## src/hmn_pkg.sv

```systemverilog
package hmn_pkg;

  // ==========================================================
  // opcode fields and patterns
  localparam int          HMN_OP_W        = 16;
  localparam int          HMN_RD_LSB      = 0;
  localparam int          HMN_FILE_BIT    = 4;
  localparam int          HMN_RS_LSB      = 5;
  localparam int          HMN_REG_NUM_W   = 4;
  localparam logic [6:0]  HMN_LOW_HALF_COPY_TOP  = 7'h76;  // bits 15:9 = 1110110
  localparam logic [6:0]  HMN_HIGH_HALF_COPY_TOP = 7'h77;  // 1110111
  localparam logic [6:0]  HMN_SIGNED_MULTIPLY_TOP   = 7'h2e; // 0101110
  localparam logic [6:0]  HMN_UNSIGNED_MULTIPLY_TOP = 7'h2f; // 0101111
  localparam logic [10:0] HMN_TWOS_COMPLEMENT_TOP   = 11'h01d; // 00000011101
  localparam logic [10:0] HMN_COMPLEMENT_BORROW_TOP = 11'h01e; // 00000011110
  localparam logic [15:0] HMN_IDLE_INSTRUCTION      = 16'h0300;

  // ==========================================================
  // data and timing
  localparam int          HMN_DATA_W      = 32;
  localparam int          HMN_HALF_W      = 16;
  localparam logic [31:0] HMN_MOST_NEG    = 32'h8000_0000;
  localparam logic [5:0]  HMN_MUL_SHORT_BASE = 6'h05;
  localparam logic [5:0]  HMN_MUL_LONG_BASE  = 6'h08;
  localparam logic [5:0]  HMN_MUL_NEG_EXTRA  = 6'h01;
  localparam logic [5:0]  HMN_SINGLE_STATE   = 6'h01;

  typedef enum logic [2:0] {
    HMN_OP_NONE  = 3'h0,
    HMN_OP_LOWX  = 3'h1,
    HMN_OP_HIGHY = 3'h2,
    HMN_OP_SIGNED_MULTIPLY  = 3'h3,
    HMN_OP_UNSIGNED_MULTIPLY  = 3'h4,
    HMN_OP_NEG   = 3'h5,
    HMN_OP_COMPLEMENT_WITH_BORROW  = 3'h6,
    HMN_OP_IDLE  = 3'h7
  } hmn_op_t;

  typedef struct packed {
    logic       n;
    logic       c;
    logic       z;
    logic       v;
  } hmn_flags_t;

  // register file write-back
  typedef struct packed {
    logic        en;
    logic        file_b;
    logic [3:0]  num;
    logic [31:0] data;
  } hmn_wr_t;

  typedef struct packed {
    hmn_op_t     op;
    logic        file_b;
    logic [3:0]  rs;
    logic [3:0]  rd;
  } hmn_dec_t;

endpackage

```

## src/hmn_decode.sv

```systemverilog
`timescale 1ns/1ps
module hmn_decode
  import hmn_pkg::*;
(
  // opcode in
  input  wire logic [15:0]         opcode_i,
  // decoded fields
  output hmn_pkg::hmn_dec_t        dec_o
);
  import hmn_pkg::*;

  // ==========================================================
  // field split and opcode match
  always_comb
  begin
    dec_o.rs     = opcode_i[HMN_RS_LSB +: HMN_REG_NUM_W];
    dec_o.file_b = opcode_i[HMN_FILE_BIT];
    dec_o.rd     = opcode_i[HMN_RD_LSB +: HMN_REG_NUM_W];
    if (opcode_i == HMN_IDLE_INSTRUCTION)
      dec_o.op = HMN_OP_IDLE;
    else if (opcode_i[15:9] == HMN_LOW_HALF_COPY_TOP)
      dec_o.op = HMN_OP_LOWX;
    else if (opcode_i[15:9] == HMN_HIGH_HALF_COPY_TOP)
      dec_o.op = HMN_OP_HIGHY;
    else if (opcode_i[15:9] == HMN_SIGNED_MULTIPLY_TOP)
      dec_o.op = HMN_OP_SIGNED_MULTIPLY;
    else if (opcode_i[15:9] == HMN_UNSIGNED_MULTIPLY_TOP)
      dec_o.op = HMN_OP_UNSIGNED_MULTIPLY;
    else if (opcode_i[15:5] == HMN_TWOS_COMPLEMENT_TOP)
      dec_o.op = HMN_OP_NEG;
    else if (opcode_i[15:5] == HMN_COMPLEMENT_BORROW_TOP)
      dec_o.op = HMN_OP_COMPLEMENT_WITH_BORROW;
    else
      dec_o.op = HMN_OP_NONE;
  end

endmodule

```

## src/hmn_multiply.sv

```systemverilog
`timescale 1ns/1ps
module hmn_multiply
  import hmn_pkg::*;
(
  // operands
  input  wire logic [31:0] multiplicand_i,
  input  wire logic [31:0] src_reg_i,
  input  wire logic [5:0]  width_i,
  input  wire logic        signed_i,
  // product
  output logic      [63:0] product_o
);
  import hmn_pkg::*;

  logic [31:0] field;
  logic        field_sign;
  logic signed [32:0] mcand_ext;
  logic signed [32:0] mplier_ext;
  logic signed [65:0] full;

  // ==========================================================
  // n-bit multiplier field, sign or zero extended
  always_comb
  begin
    field      = 32'h0000_0000;
    field_sign = 1'b0;
    for (int i = 0; i < HMN_DATA_W; i++)
    begin
      if (i < int'(width_i))
        field[i] = src_reg_i[i];
      if (i == int'(width_i) - 1)
        field_sign = src_reg_i[i];
    end
    for (int i = 0; i < HMN_DATA_W; i++)
      if (i >= int'(width_i))
        field[i] = signed_i & field_sign;
    mplier_ext = {signed_i & field_sign, field};
    mcand_ext  = {signed_i & multiplicand_i[31], multiplicand_i};
    full       = mcand_ext * mplier_ext;
    product_o  = full[63:0];
  end

endmodule

```

## src/hmn_unit.sv

```systemverilog
`timescale 1ns/1ps
// Contract
// - low copy writes bits 15:0 only
// - high copy writes bits 31:16 only
// - half copies keep all four flags
// - one file bit serves both operands
// - signed multiply: 32-bit multiplicand, n-bit multiplier
// - width is setting, even 2 to 32
// - source bit n-1 is sign, upper ignored
// - even destination takes 64-bit product pair
// - odd destination takes low word only
// - multiply takes 5 or 8 plus n/2
// - signed multiply sets negative and zero only
// - unsigned multiply zero-extends both operands
// - unsigned negative source adds one state
// - unsigned multiply updates zero flag only
// - negate: carry nonzero, overflow at most-negative
// - negate with borrow subtracts incoming carry
// - idle only advances program counter
module hmn_unit
  import hmn_pkg::*;
#(
  parameter int DATA_W = 32
)
(
  // clock and reset
  input  wire logic                    clk_i,
  input  wire logic                    rstn_i,
  // instruction issue
  input  wire logic                    issue_i,
  input  wire logic [15:0]             opcode_i,
  input  wire logic                    long_case_i,
  input  wire logic [5:0]              multiplier_width_setting_i,
  // operands read by the decoder
  input  wire logic [DATA_W-1:0]       src_reg_i,
  input  wire logic [DATA_W-1:0]       dst_reg_i,
  input  hmn_pkg::hmn_flags_t          flags_i,
  // decoded register numbers for operand fetch
  output hmn_pkg::hmn_dec_t            dec_o,
  // results
  output hmn_pkg::hmn_wr_t             wr_a_o,
  output hmn_pkg::hmn_wr_t             wr_b_o,
  output logic                         flags_we_o,
  output hmn_pkg::hmn_flags_t          flags_o,
  output logic                         pc_advance_o,
  output logic                         busy_o,
  output logic                         done_o,
  output logic [5:0]                   states_o
);
  import hmn_pkg::*;

  typedef enum logic [1:0] {
    HMN_IDLE = 2'b00,
    HMN_WAIT = 2'b01,
    HMN_LAST = 2'b11
  } hmn_state_t;

  hmn_dec_t     dec;
  hmn_state_t   state;
  hmn_state_t   next_state;
  logic [5:0]   count;
  logic [5:0]   next_count;
  logic [5:0]   cost;
  logic [63:0]  product;
  logic [31:0]  negated;
  logic         neg_borrow;
  logic         neg_ovf;
  hmn_wr_t      res_a;
  hmn_wr_t      res_b;
  hmn_flags_t   res_flags;
  logic         res_flags_we;
  logic         is_mul;
  logic [31:0]  mul_store;

  // ==========================================================
  // decode and multiply sub-blocks
  hmn_decode u_decode (
    .opcode_i (opcode_i),
    .dec_o    (dec)
  );

  hmn_multiply u_multiply (
    .multiplicand_i (dst_reg_i[31:0]),
    .src_reg_i      (src_reg_i[31:0]),
    .width_i        (multiplier_width_setting_i),
    .signed_i       (dec.op == HMN_OP_SIGNED_MULTIPLY),
    .product_o      (product)
  );

  function automatic logic is_zero(input logic [31:0] v);
    is_zero = (v == 32'h0000_0000);
  endfunction

  // ==========================================================
  // negate arithmetic: 0 - rd - borrow, 33 bits to catch borrow out
  always_comb
  begin
    logic [32:0] diff;
    diff       = 33'h0_0000_0000;
    diff       = 33'h0_0000_0000 - {1'b0, dst_reg_i[31:0]}
                 - {32'h0000_0000, (dec.op == HMN_OP_COMPLEMENT_WITH_BORROW) & flags_i.c};
    negated    = diff[31:0];
    neg_borrow = diff[32];
    neg_ovf    = dst_reg_i[31] & negated[31];
  end

  // ==========================================================
  // state count for the issued instruction
  always_comb
  begin
    is_mul = (dec.op == HMN_OP_SIGNED_MULTIPLY) || (dec.op == HMN_OP_UNSIGNED_MULTIPLY);
    if (is_mul)
    begin
      cost = (long_case_i ? HMN_MUL_LONG_BASE : HMN_MUL_SHORT_BASE)
             + {1'b0, multiplier_width_setting_i[5:1]};
      if (dec.op == HMN_OP_UNSIGNED_MULTIPLY && src_reg_i[31])
        cost = cost + HMN_MUL_NEG_EXTRA;
    end
    else
      cost = HMN_SINGLE_STATE;
  end

  // ==========================================================
  // result selection
  always_comb
  begin
    res_a        = '0;
    res_b        = '0;
    res_flags    = flags_i;
    res_flags_we = 1'b0;
    mul_store    = dec.rd[0] ? product[31:0] : product[63:32];
    res_a.file_b = dec.file_b;
    res_b.file_b = dec.file_b;
    res_a.num    = dec.rd;
    res_b.num    = dec.rd | 4'h1;
    case (dec.op)
      HMN_OP_LOWX:
      begin
        res_a.en   = 1'b1;
        res_a.data = {dst_reg_i[31:16], src_reg_i[15:0]};
      end
      HMN_OP_HIGHY:
      begin
        res_a.en   = 1'b1;
        res_a.data = {src_reg_i[31:16], dst_reg_i[15:0]};
      end
      HMN_OP_SIGNED_MULTIPLY,
      HMN_OP_UNSIGNED_MULTIPLY:
      begin
        res_a.en   = 1'b1;
        res_a.data = mul_store;
        res_b.en   = ~dec.rd[0];
        res_b.data = product[31:0];
        res_flags_we = 1'b1;
        if (dec.rd[0])
          res_flags.z = is_zero(product[31:0]);
        else
          res_flags.z = is_zero(product[63:32]) & is_zero(product[31:0]);
        if (dec.op == HMN_OP_SIGNED_MULTIPLY)
          res_flags.n = dec.rd[0] ? product[31] : product[63];
        // carry and overflow keep their values
      end
      HMN_OP_NEG,
      HMN_OP_COMPLEMENT_WITH_BORROW:
      begin
        res_a.en     = 1'b1;
        res_a.data   = negated;
        res_flags_we = 1'b1;
        res_flags.n  = negated[31];
        res_flags.z  = is_zero(negated);
        res_flags.c  = neg_borrow;
        res_flags.v  = neg_ovf;
      end
      default:
      begin
        // half copies and idle leave flags alone
        res_flags_we = 1'b0;
      end
    endcase
  end

  // ==========================================================
  // sequencer
  always_comb
  begin
    next_state = state;
    next_count = count;
    case (state)
      HMN_IDLE:
        if (issue_i && dec.op != HMN_OP_NONE)
        begin
          next_count = cost - HMN_SINGLE_STATE;
          next_state = (cost == HMN_SINGLE_STATE) ? HMN_LAST : HMN_WAIT;
        end
      HMN_WAIT:
      begin
        next_count = count - HMN_SINGLE_STATE;
        if (count == HMN_SINGLE_STATE)
          next_state = HMN_LAST;
      end
      HMN_LAST:
        next_state = HMN_IDLE;
      default:
        next_state = HMN_IDLE;
    endcase
  end

  always_ff @(posedge clk_i or negedge rstn_i)
  begin
    if (!rstn_i)
    begin
      state <= HMN_IDLE;
      count <= 6'h00;
    end
    else
    begin
      state <= next_state;
      count <= next_count;
    end
  end

  // ==========================================================
  // captured result, held stable while the multiply counts
  hmn_wr_t     held_a;
  hmn_wr_t     held_b;
  hmn_flags_t  held_flags;
  logic        held_flags_we;
  logic        held_pc;
  hmn_dec_t    held_dec;
  logic [5:0]  held_cost;

  always_ff @(posedge clk_i or negedge rstn_i)
  begin
    if (!rstn_i)
    begin
      held_a        <= '0;
      held_b        <= '0;
      held_flags    <= '0;
      held_flags_we <= 1'b0;
      held_pc       <= 1'b0;
      held_dec      <= '0;
      held_cost     <= 6'h00;
    end
    else if (state == HMN_IDLE && issue_i && dec.op != HMN_OP_NONE)
    begin
      held_a        <= res_a;
      held_b        <= res_b;
      held_flags    <= res_flags;
      held_flags_we <= res_flags_we;
      held_pc       <= 1'b1;
      held_dec      <= dec;
      held_cost     <= cost;
    end
  end

  // ==========================================================
  // registered outputs, one-cycle result strobe
  always_ff @(posedge clk_i or negedge rstn_i)
  begin
    if (!rstn_i)
    begin
      wr_a_o       <= '0;
      wr_b_o       <= '0;
      flags_we_o   <= 1'b0;
      flags_o      <= '0;
      pc_advance_o <= 1'b0;
      done_o       <= 1'b0;
      states_o     <= 6'h00;
    end
    else
    begin
      wr_a_o       <= '0;
      wr_b_o       <= '0;
      flags_we_o   <= 1'b0;
      pc_advance_o <= 1'b0;
      done_o       <= 1'b0;
      if (state == HMN_LAST)
      begin
        wr_a_o       <= held_a;
        wr_b_o       <= held_b;
        flags_we_o   <= held_flags_we;
        flags_o      <= held_flags;
        pc_advance_o <= held_pc;
        done_o       <= 1'b1;
        states_o     <= held_cost;
      end
    end
  end

  always_ff @(posedge clk_i or negedge rstn_i)
  begin
    if (!rstn_i)
      busy_o <= 1'b0;
    else
      busy_o <= (next_state != HMN_IDLE);
  end

  always_ff @(posedge clk_i or negedge rstn_i)
  begin
    if (!rstn_i)
      dec_o <= '0;
    else
      dec_o <= dec;
  end

endmodule

```

## config.mk

```make
export PLATFORM = sky130hd
export DESIGN_NAME = hmn_unit
export DESIGN_NICKNAME = d
export VERILOG_FILES = /design/src/hmn_pkg.sv /design/src/hmn_decode.sv /design/src/hmn_multiply.sv /design/src/hmn_unit.sv
export SDC_FILE = /design/constraint.sdc
export NUM_CORES = 2
export LEC_CHECK = 0
export ABC_CLOCK_PERIOD_IN_PS = 2850
export BUFFER_PORTS_ARGS = -buffer_cell sky130_fd_sc_hd__buf_2
export CORE_MARGIN = 5
export CORE_UTILIZATION = 51
export DETAILED_ROUTE_END_ITERATION = 8
export PLACE_DENSITY_LB_ADDON = 0.1
export SYNTH_ARGS = -nofsm -noshare
export SYNTH_HDL_FRONTEND = slang
export SYNTH_SLANG_ARGS = --single-unit
```

## constraint.sdc

```tcl
create_clock -name clk_i -period 2.85 [get_ports clk_i]
set_clock_uncertainty 0.15 [all_clocks]
set_input_delay 0.285 -clock clk_i [delete_from_list [all_inputs] [get_ports clk_i]]
set_output_delay 0.285 -clock clk_i [all_outputs]
set_load 0.005 [all_outputs]
```

**Word-level counts from Yosys, hierarchy flattened**

Index checks and enable logic that the tools add are counted.

- Add/subtract/negate cells: 7
- Multiply operators: 1
- Div/mod/pow operators: 0
- Order comparisons: 64
- Equal/unequal tests: 49
- Shifts and indexed selects: 0
- Muxes and demuxes: 130
- Bitwise logic cells: 6
- Reductions and logical operators: 18

Operator list:

| kind | count |
|---|---|
| 6-bit by 32-bit equality test with 1-bit output (first input constant) | 16 |
| 5-bit by 32-bit equality test with 1-bit output (first input constant) | 8 |
| 4-bit by 32-bit equality test with 1-bit output (first input constant) | 4 |
| 32-bit zero test | 4 |
| 32-bit one-hot mux with 4 select lines | 1 |
| 1-bit 2-to-1 mux | 107 |
| 5-bit by 6-bit >= comparator with 1-bit output (first input constant) | 16 |
| 5-bit by 6-bit < comparator with 1-bit output (first input constant) | 16 |
| 38-bit 2-to-1 mux | 2 |
| 3-bit by 32-bit equality test with 1-bit output (first input constant) | 2 |
| 33-bit by 33-bit multiplier with 64-bit output | 1 |
| 32-bit 2-to-1 mux | 2 |
| 4-bit by 6-bit >= comparator with 1-bit output (first input constant) | 8 |
| 4-bit by 6-bit < comparator with 1-bit output (first input constant) | 8 |
| 1-bit by 32-bit subtractor with 33-bit output (first input constant) | 1 |
| 33-bit by 1-bit subtractor with 33-bit output | 1 |
| 2-bit by 32-bit equality test with 1-bit output (first input constant) | 1 |
| 3-bit by 6-bit >= comparator with 1-bit output (first input constant) | 4 |
| 3-bit by 6-bit < comparator with 1-bit output (first input constant) | 4 |
| 11-bit by 5-bit equality test with 1-bit output (second input constant) | 2 |
| 3-bit 2-to-1 mux | 7 |
| 6-bit 2-to-1 mux | 3 |
| 16-bit by 10-bit equality test with 1-bit output (second input constant) | 1 |
| 7-bit by 6-bit equality test with 1-bit output (second input constant) | 2 |
| 32 further kinds | 54 |

- Register bits after elaboration: 197
- Latch bits: 0
- RAM bits: 0
- Bits in read-only memories: 0
- Word-level logic and storage cells: 312
- Memories: 0

**Logic depth before layout (Yosys ltp)**

- Depth in word-level cells: 41
- Gate-level depth with buffers: 44

**Hierarchy**

Synthesis repeated with hierarchy kept, for this count alone.

- Cells, all modules: 5497
- Area total of the unflattened synthesis: 50249.4 um2

By module, submodules not included:

| module | instances | cells an instance | area each (um2) | sequential area each (um2) |
|---|---|---|---|---|
| hmn_multiply | 1 | 4325 | 39426.6 | 0.0 |
| hmn_unit | 1 | 1143 | 10601.4 | 4704.5 |
| hmn_decode | 1 | 29 | 221.5 | 0.0 |

**Least setup slack after synthesis**

Ideal clock, no wire load.

- Path kind: input -> register
- Start: input multiplier_width_setting_i[2]
- End: register held_flags[1] (netlist bit)
- Data arrival time: 10706 ps
- Path slack: -8073 ps
- Cell stages on the path: 39
- Buffers on the path: 4
- Cells stage by stage: buf_6 or4b_4 o31ai_2 o32a_1 o21ai_1 a211o_4 a21bo_2 clkbuf_1 o31ai_1 clkbuf_1 and2_1 fa_1 inv_1 fa_1 inv_1 fa_1 fa_1 inv_1 [3 not listed] fa_1 inv_1 fa_1 inv_1 ha_1 clkbuf_1 nand3_1 nor3_2 nand4_1 a2111oi_2 nor4b_2 o41ai_1 a21oi_1 xnor3_1 nand2_1 nor4bb_1 and4_1 a41o_1

- Longest elaborated chain between the ends: 41
- Elaborated cells on any way between the ends: 200
- Those cells by class: add/sub: 1; mul: 1; order compare: 64; eq/ne: 31; mux: 98; bitwise: 2; reduce/logical: 3

RTL lines:

| what | RTL line | text |
|---|---|---|
| start: declaration | hmn_unit.sv:33 | `input wire logic [5:0] multiplier_width_setting_i,` |
| 6-bit by 1-bit subtractor with 7-bit output | hmn_multiply.sv:31 | `if (i == int'(width_i) - 1)` |
| 32-bit zero test | hmn_multiply.sv:31 |  |
| 1-bit 2-to-1 mux (32 in a row) | hmn_multiply.sv:31 |  |
| 1-bit AND | hmn_multiply.sv:36, hmn_multiply.sv:37 |  |
| 1-bit 2-to-1 mux | hmn_multiply.sv:35 | `if (i >= int'(width_i))` |
| 33-bit by 33-bit multiplier with 64-bit output * | hmn_multiply.sv:39 | `full = mcand_ext * mplier_ext;` |
| 32-bit zero test | hmn_unit.sv:91 | `is_zero = (v == 32'h0000_0000);` |
| 1-bit AND | hmn_unit.sv:158 | `res_flags.z = is_zero(product[63:32]) & is_zero(product[31:0]);` |
| 1-bit 2-to-1 mux * | hmn_unit.sv:155 | `if (dec.rd[0])` |
| 1-bit one-hot mux with 2 select lines * | hmn_unit.sv:136 | `case (dec.op)` |
| end signal: assignment | hmn_unit.sv:248 | `held_flags <= res_flags;` |
| end: declaration | hmn_unit.sv:226 | `hmn_flags_t held_flags;` |

Mark *: on every way between the ends. The rest lies on a longest branch, timed or not.
A chain may end at the register's enable or synchronous reset.

**Final worst setup path**

- Start: input multiplier_width_setting_i[5]
- End: register held_flags[1] (netlist bit)

Same word-level chain as after synthesis.

==> out/metrics.yaml <==
worstSetupPathType: "primary input to register"
violations: "setup timing"
wl_per_cell_um: 23.3
rr_endpoint: "held_flags[1]"
die_w_um: 320
place_area_um2: 60000
grt_usage: 0.351
fin_crit_ns: 10.11
netlist_area_um2: 48900
tns_ns: -375.99
max_cap_viol_count: 0
drtAntennaViolNets: 0
synthCells: 5403
synth-main-ff-cell: "dfrtp_1"
core_um2: 95200
vias: 42600
area_growth_pct: 31.1
fmax_mhz: 98.9
synth_compound_area_frac: 0.0776
die_area_um2: 102000
io_buffer_count: 195
synth_nets: 6877
async_flop_share: 1.00
yosys.area_share.simple: 0.157
cp-end-kind: "register"
drc_errors: 0
synth_top_family_by_area: "adder cells"
yosysWarnings: 0
grt_pass1_vias: 45200
grt_first_pass_wirelength_um: 273000
setup_slack_ns: -7.26
grt_antenna_before_repair: 7
cts_tree: "built"
synth_edf_count: 0
synthXorXnorAreaFrac: 0.0187
routabilityCongestion: 1.02
firstDrtPassIters: 6
hold_viol: 0
nets: 7955
h-tree-depth: 4
post-route-period-util: 3.55
synth.area.mux_share: 0.0120
grt_max_degree: 90
wl_um: 181000
hpwl_um: 154000
syn_area_per_cell_um2: 9.06
clock_latency_ns: 0.44
setup_viol: 67
die_height_um: 320
fin_area_um2: 64100
reg2regPathDepth: 13
synth_area_leaders: "fa_1, dfrtp_1, inv_1"
initial_core_util: 0.514
crit_top_cell: "fa_1"
rows: 113
synth_adder_area_share: 0.525
synth_top_area_frac: 0.460
hp-start: "opcode_i[6]"
yosysSeqAreaShare: 0.0961
crit_slowest_cell: "or4b_4"
overflow: 0
numCtsBuffers: 17
utilization: 0.674
clkSinkCount: 188
critPathMaxStageDelay_ns: 0.55
cts_root_buf: "clkbuf_16"
rrSetupSlack_ns: -0.68
cts_buffer_depth: 2
holdWs_ns: 0.0596
tightest_slew_ns: 0.706
path_clk_slew_ns: 0.07
crit_end: "held_flags[1]"
critPathLaunch: "multiplier_width_setting_i[5]"
yosys.cell_types.count: 102
drt_iter0_drc: 3685
arrival_ns: 10.34
path_max_fanout: 6
rsz0062_at_grt: "true"
crit_path_start_kind: "primary input"
via_per_inst: 5.49
hold_path.class: "primary input to register"
drive_above_1_share: 0.285
outcome: "finished, violations left"
slew_violations: 0
ios: 196
ys_ff_latch: 188
crit_required_ns: 3.08
maxSlewHeadroom: 0.529
worstReg2RegStart: "state[1]"
synth_top_area_cell: "fa_1"
worst min path at each step:
| stage | end | slack, ns | cells past startpoint |
|---|---|---|---|
| 2_1_floorplan | busy_o | -0.16 | 0 |
| 3_3_place_gp | wr_a_o[14] | 0.24 | 1 |
| 3_5_place_dp | wr_a_o[5] | 0.25 | 1 |
| 4_1_cts | held_flags[0] | 0.03 | 3 |
| 5_1_grt | dec_o[5] | 0.06 | 3 |
| 6_report | dec_o[5] | 0.06 | 3 |
kinds of logic (layout without fill, tap and decap cells):
| kind of cell | count (synthesis) | after routing |
|---|---|---|
| xor gates and xnor gates | 103 | 103 |
| muxes | 52 | 52 |
| AOI/OAI and AO/OA | 551 | 551 |
| adders and majority gates | 1380 | 1380 |
| DFF | 188 | 188 |
| other | 0 | 5 |
| and+or+nand+nor | 1660 | 1660 |
| buffers and inverters | 1469 | 2560 |
layout by cell type, fill, tap and decap left out, types with 22 or more instances in the layout:
cell type / n
nand2_1: 666
nand3_1: 35
nor2_1: 383
nor2_2: 40
ha_4: 49
buf_12: 98
inv_2: 45
inv_1: 1129
xor2_1: 23
dfrtp_1: 186
a21oi_1: 67
mux2_2: 24
fa_1: 1088
xnor2_1: 54
buf_4: 965
buf_2: 188
a21oi_2: 26
and2_1: 222
o21ai_0: 76
a21o_1: 41
fa_2: 37
o21ai_2: 28
a22o_1: 25
nor3_1: 22
o21ai_1: 31
nand2b_1: 39
a222oi_1: 25
clkbuf_16: 22
ha_1: 205
and3_1: 84
buf_6: 74
cell type report:
cell class                 instances  area (um^2)
clock inverter                    15          181
inverter                        1179         4440
antenna                            5         12.5
sequential                       188         4710
multi-input combinational       3746        41400
timing repair buffer            1349        11400
tap                             1265         1580
fill                            7748        31000
clock buffer                      17          425
cell usage after synthesis, types with 43 or more instances:
master,number
inv_1,1172
nor2_1,437
fa_1,1125
nand2_1,680
ha_1,255
and2_1,228
and3_1,87
o21ai_0,130
nand2b_1,43
dfrtp_1,188
xnor2_1,72
clkbuf_1,268
a21oi_1,101
registers in the layout, summed over array words and instances (netlist names), 2 cells and up:
signal and flops:
wr_a_o 36, held_a 37, held_cost 6, state 2, count 6, held_flags 4, wr_b_o 35, held_b 35
states_o 6, dec_o 12, flags_o 4
worst max-delay path, delay by kind of cell:
kind | cells | cell delay (ns)
adders and majority gates | 9 | 4.35
AOI/OAI and AO/OA | 11 | 2.50
and+or+nand+nor | 8 | 1.55
buffers and inverters | 13 | 1.35
xor gates and xnor gates | 1 | 0.30
per-layer routing:
metal / GRT usage / part of all wire / up-vias
met5: 0.00278 / 0.00021 / -
met4: 0.137 / 0.051 / 2
met3: 0.0639 / 0.084 / 412
met2: 0.575 / 0.47 / 1823
met1: 0.470 / 0.39 / 21900
li1: - / - / 18500
through the flow:
step / setup WS (ns) / instances
3_3_place_gp: -7.99 / 7632
4_1_cts: -7.17 / 7718
2_1_floorplan: -7.18 / 5403
3_5_place_dp: -8.12 / 7632
5_1_grt: -7.56 / 7762
6_report: -7.26 / 7764
timing repair:
| item | in CTS | in global routing |
|---|---|---|
| cloned | 3 | 5 |
| pin swaps | 90 | 139 |
| hold endpoints to repair | 96 | 0 |
| buffers inserted | 43 | 46 |
| endpoints found under the setup margin | 82 | 70 |
| resized for setup | 287 | 262 |
| hold buffers | 10 | 0 |
Power is left out: the tool's default activity adds up to more than one toggle a clock period on the data nets, which glitch-free logic cannot reach.
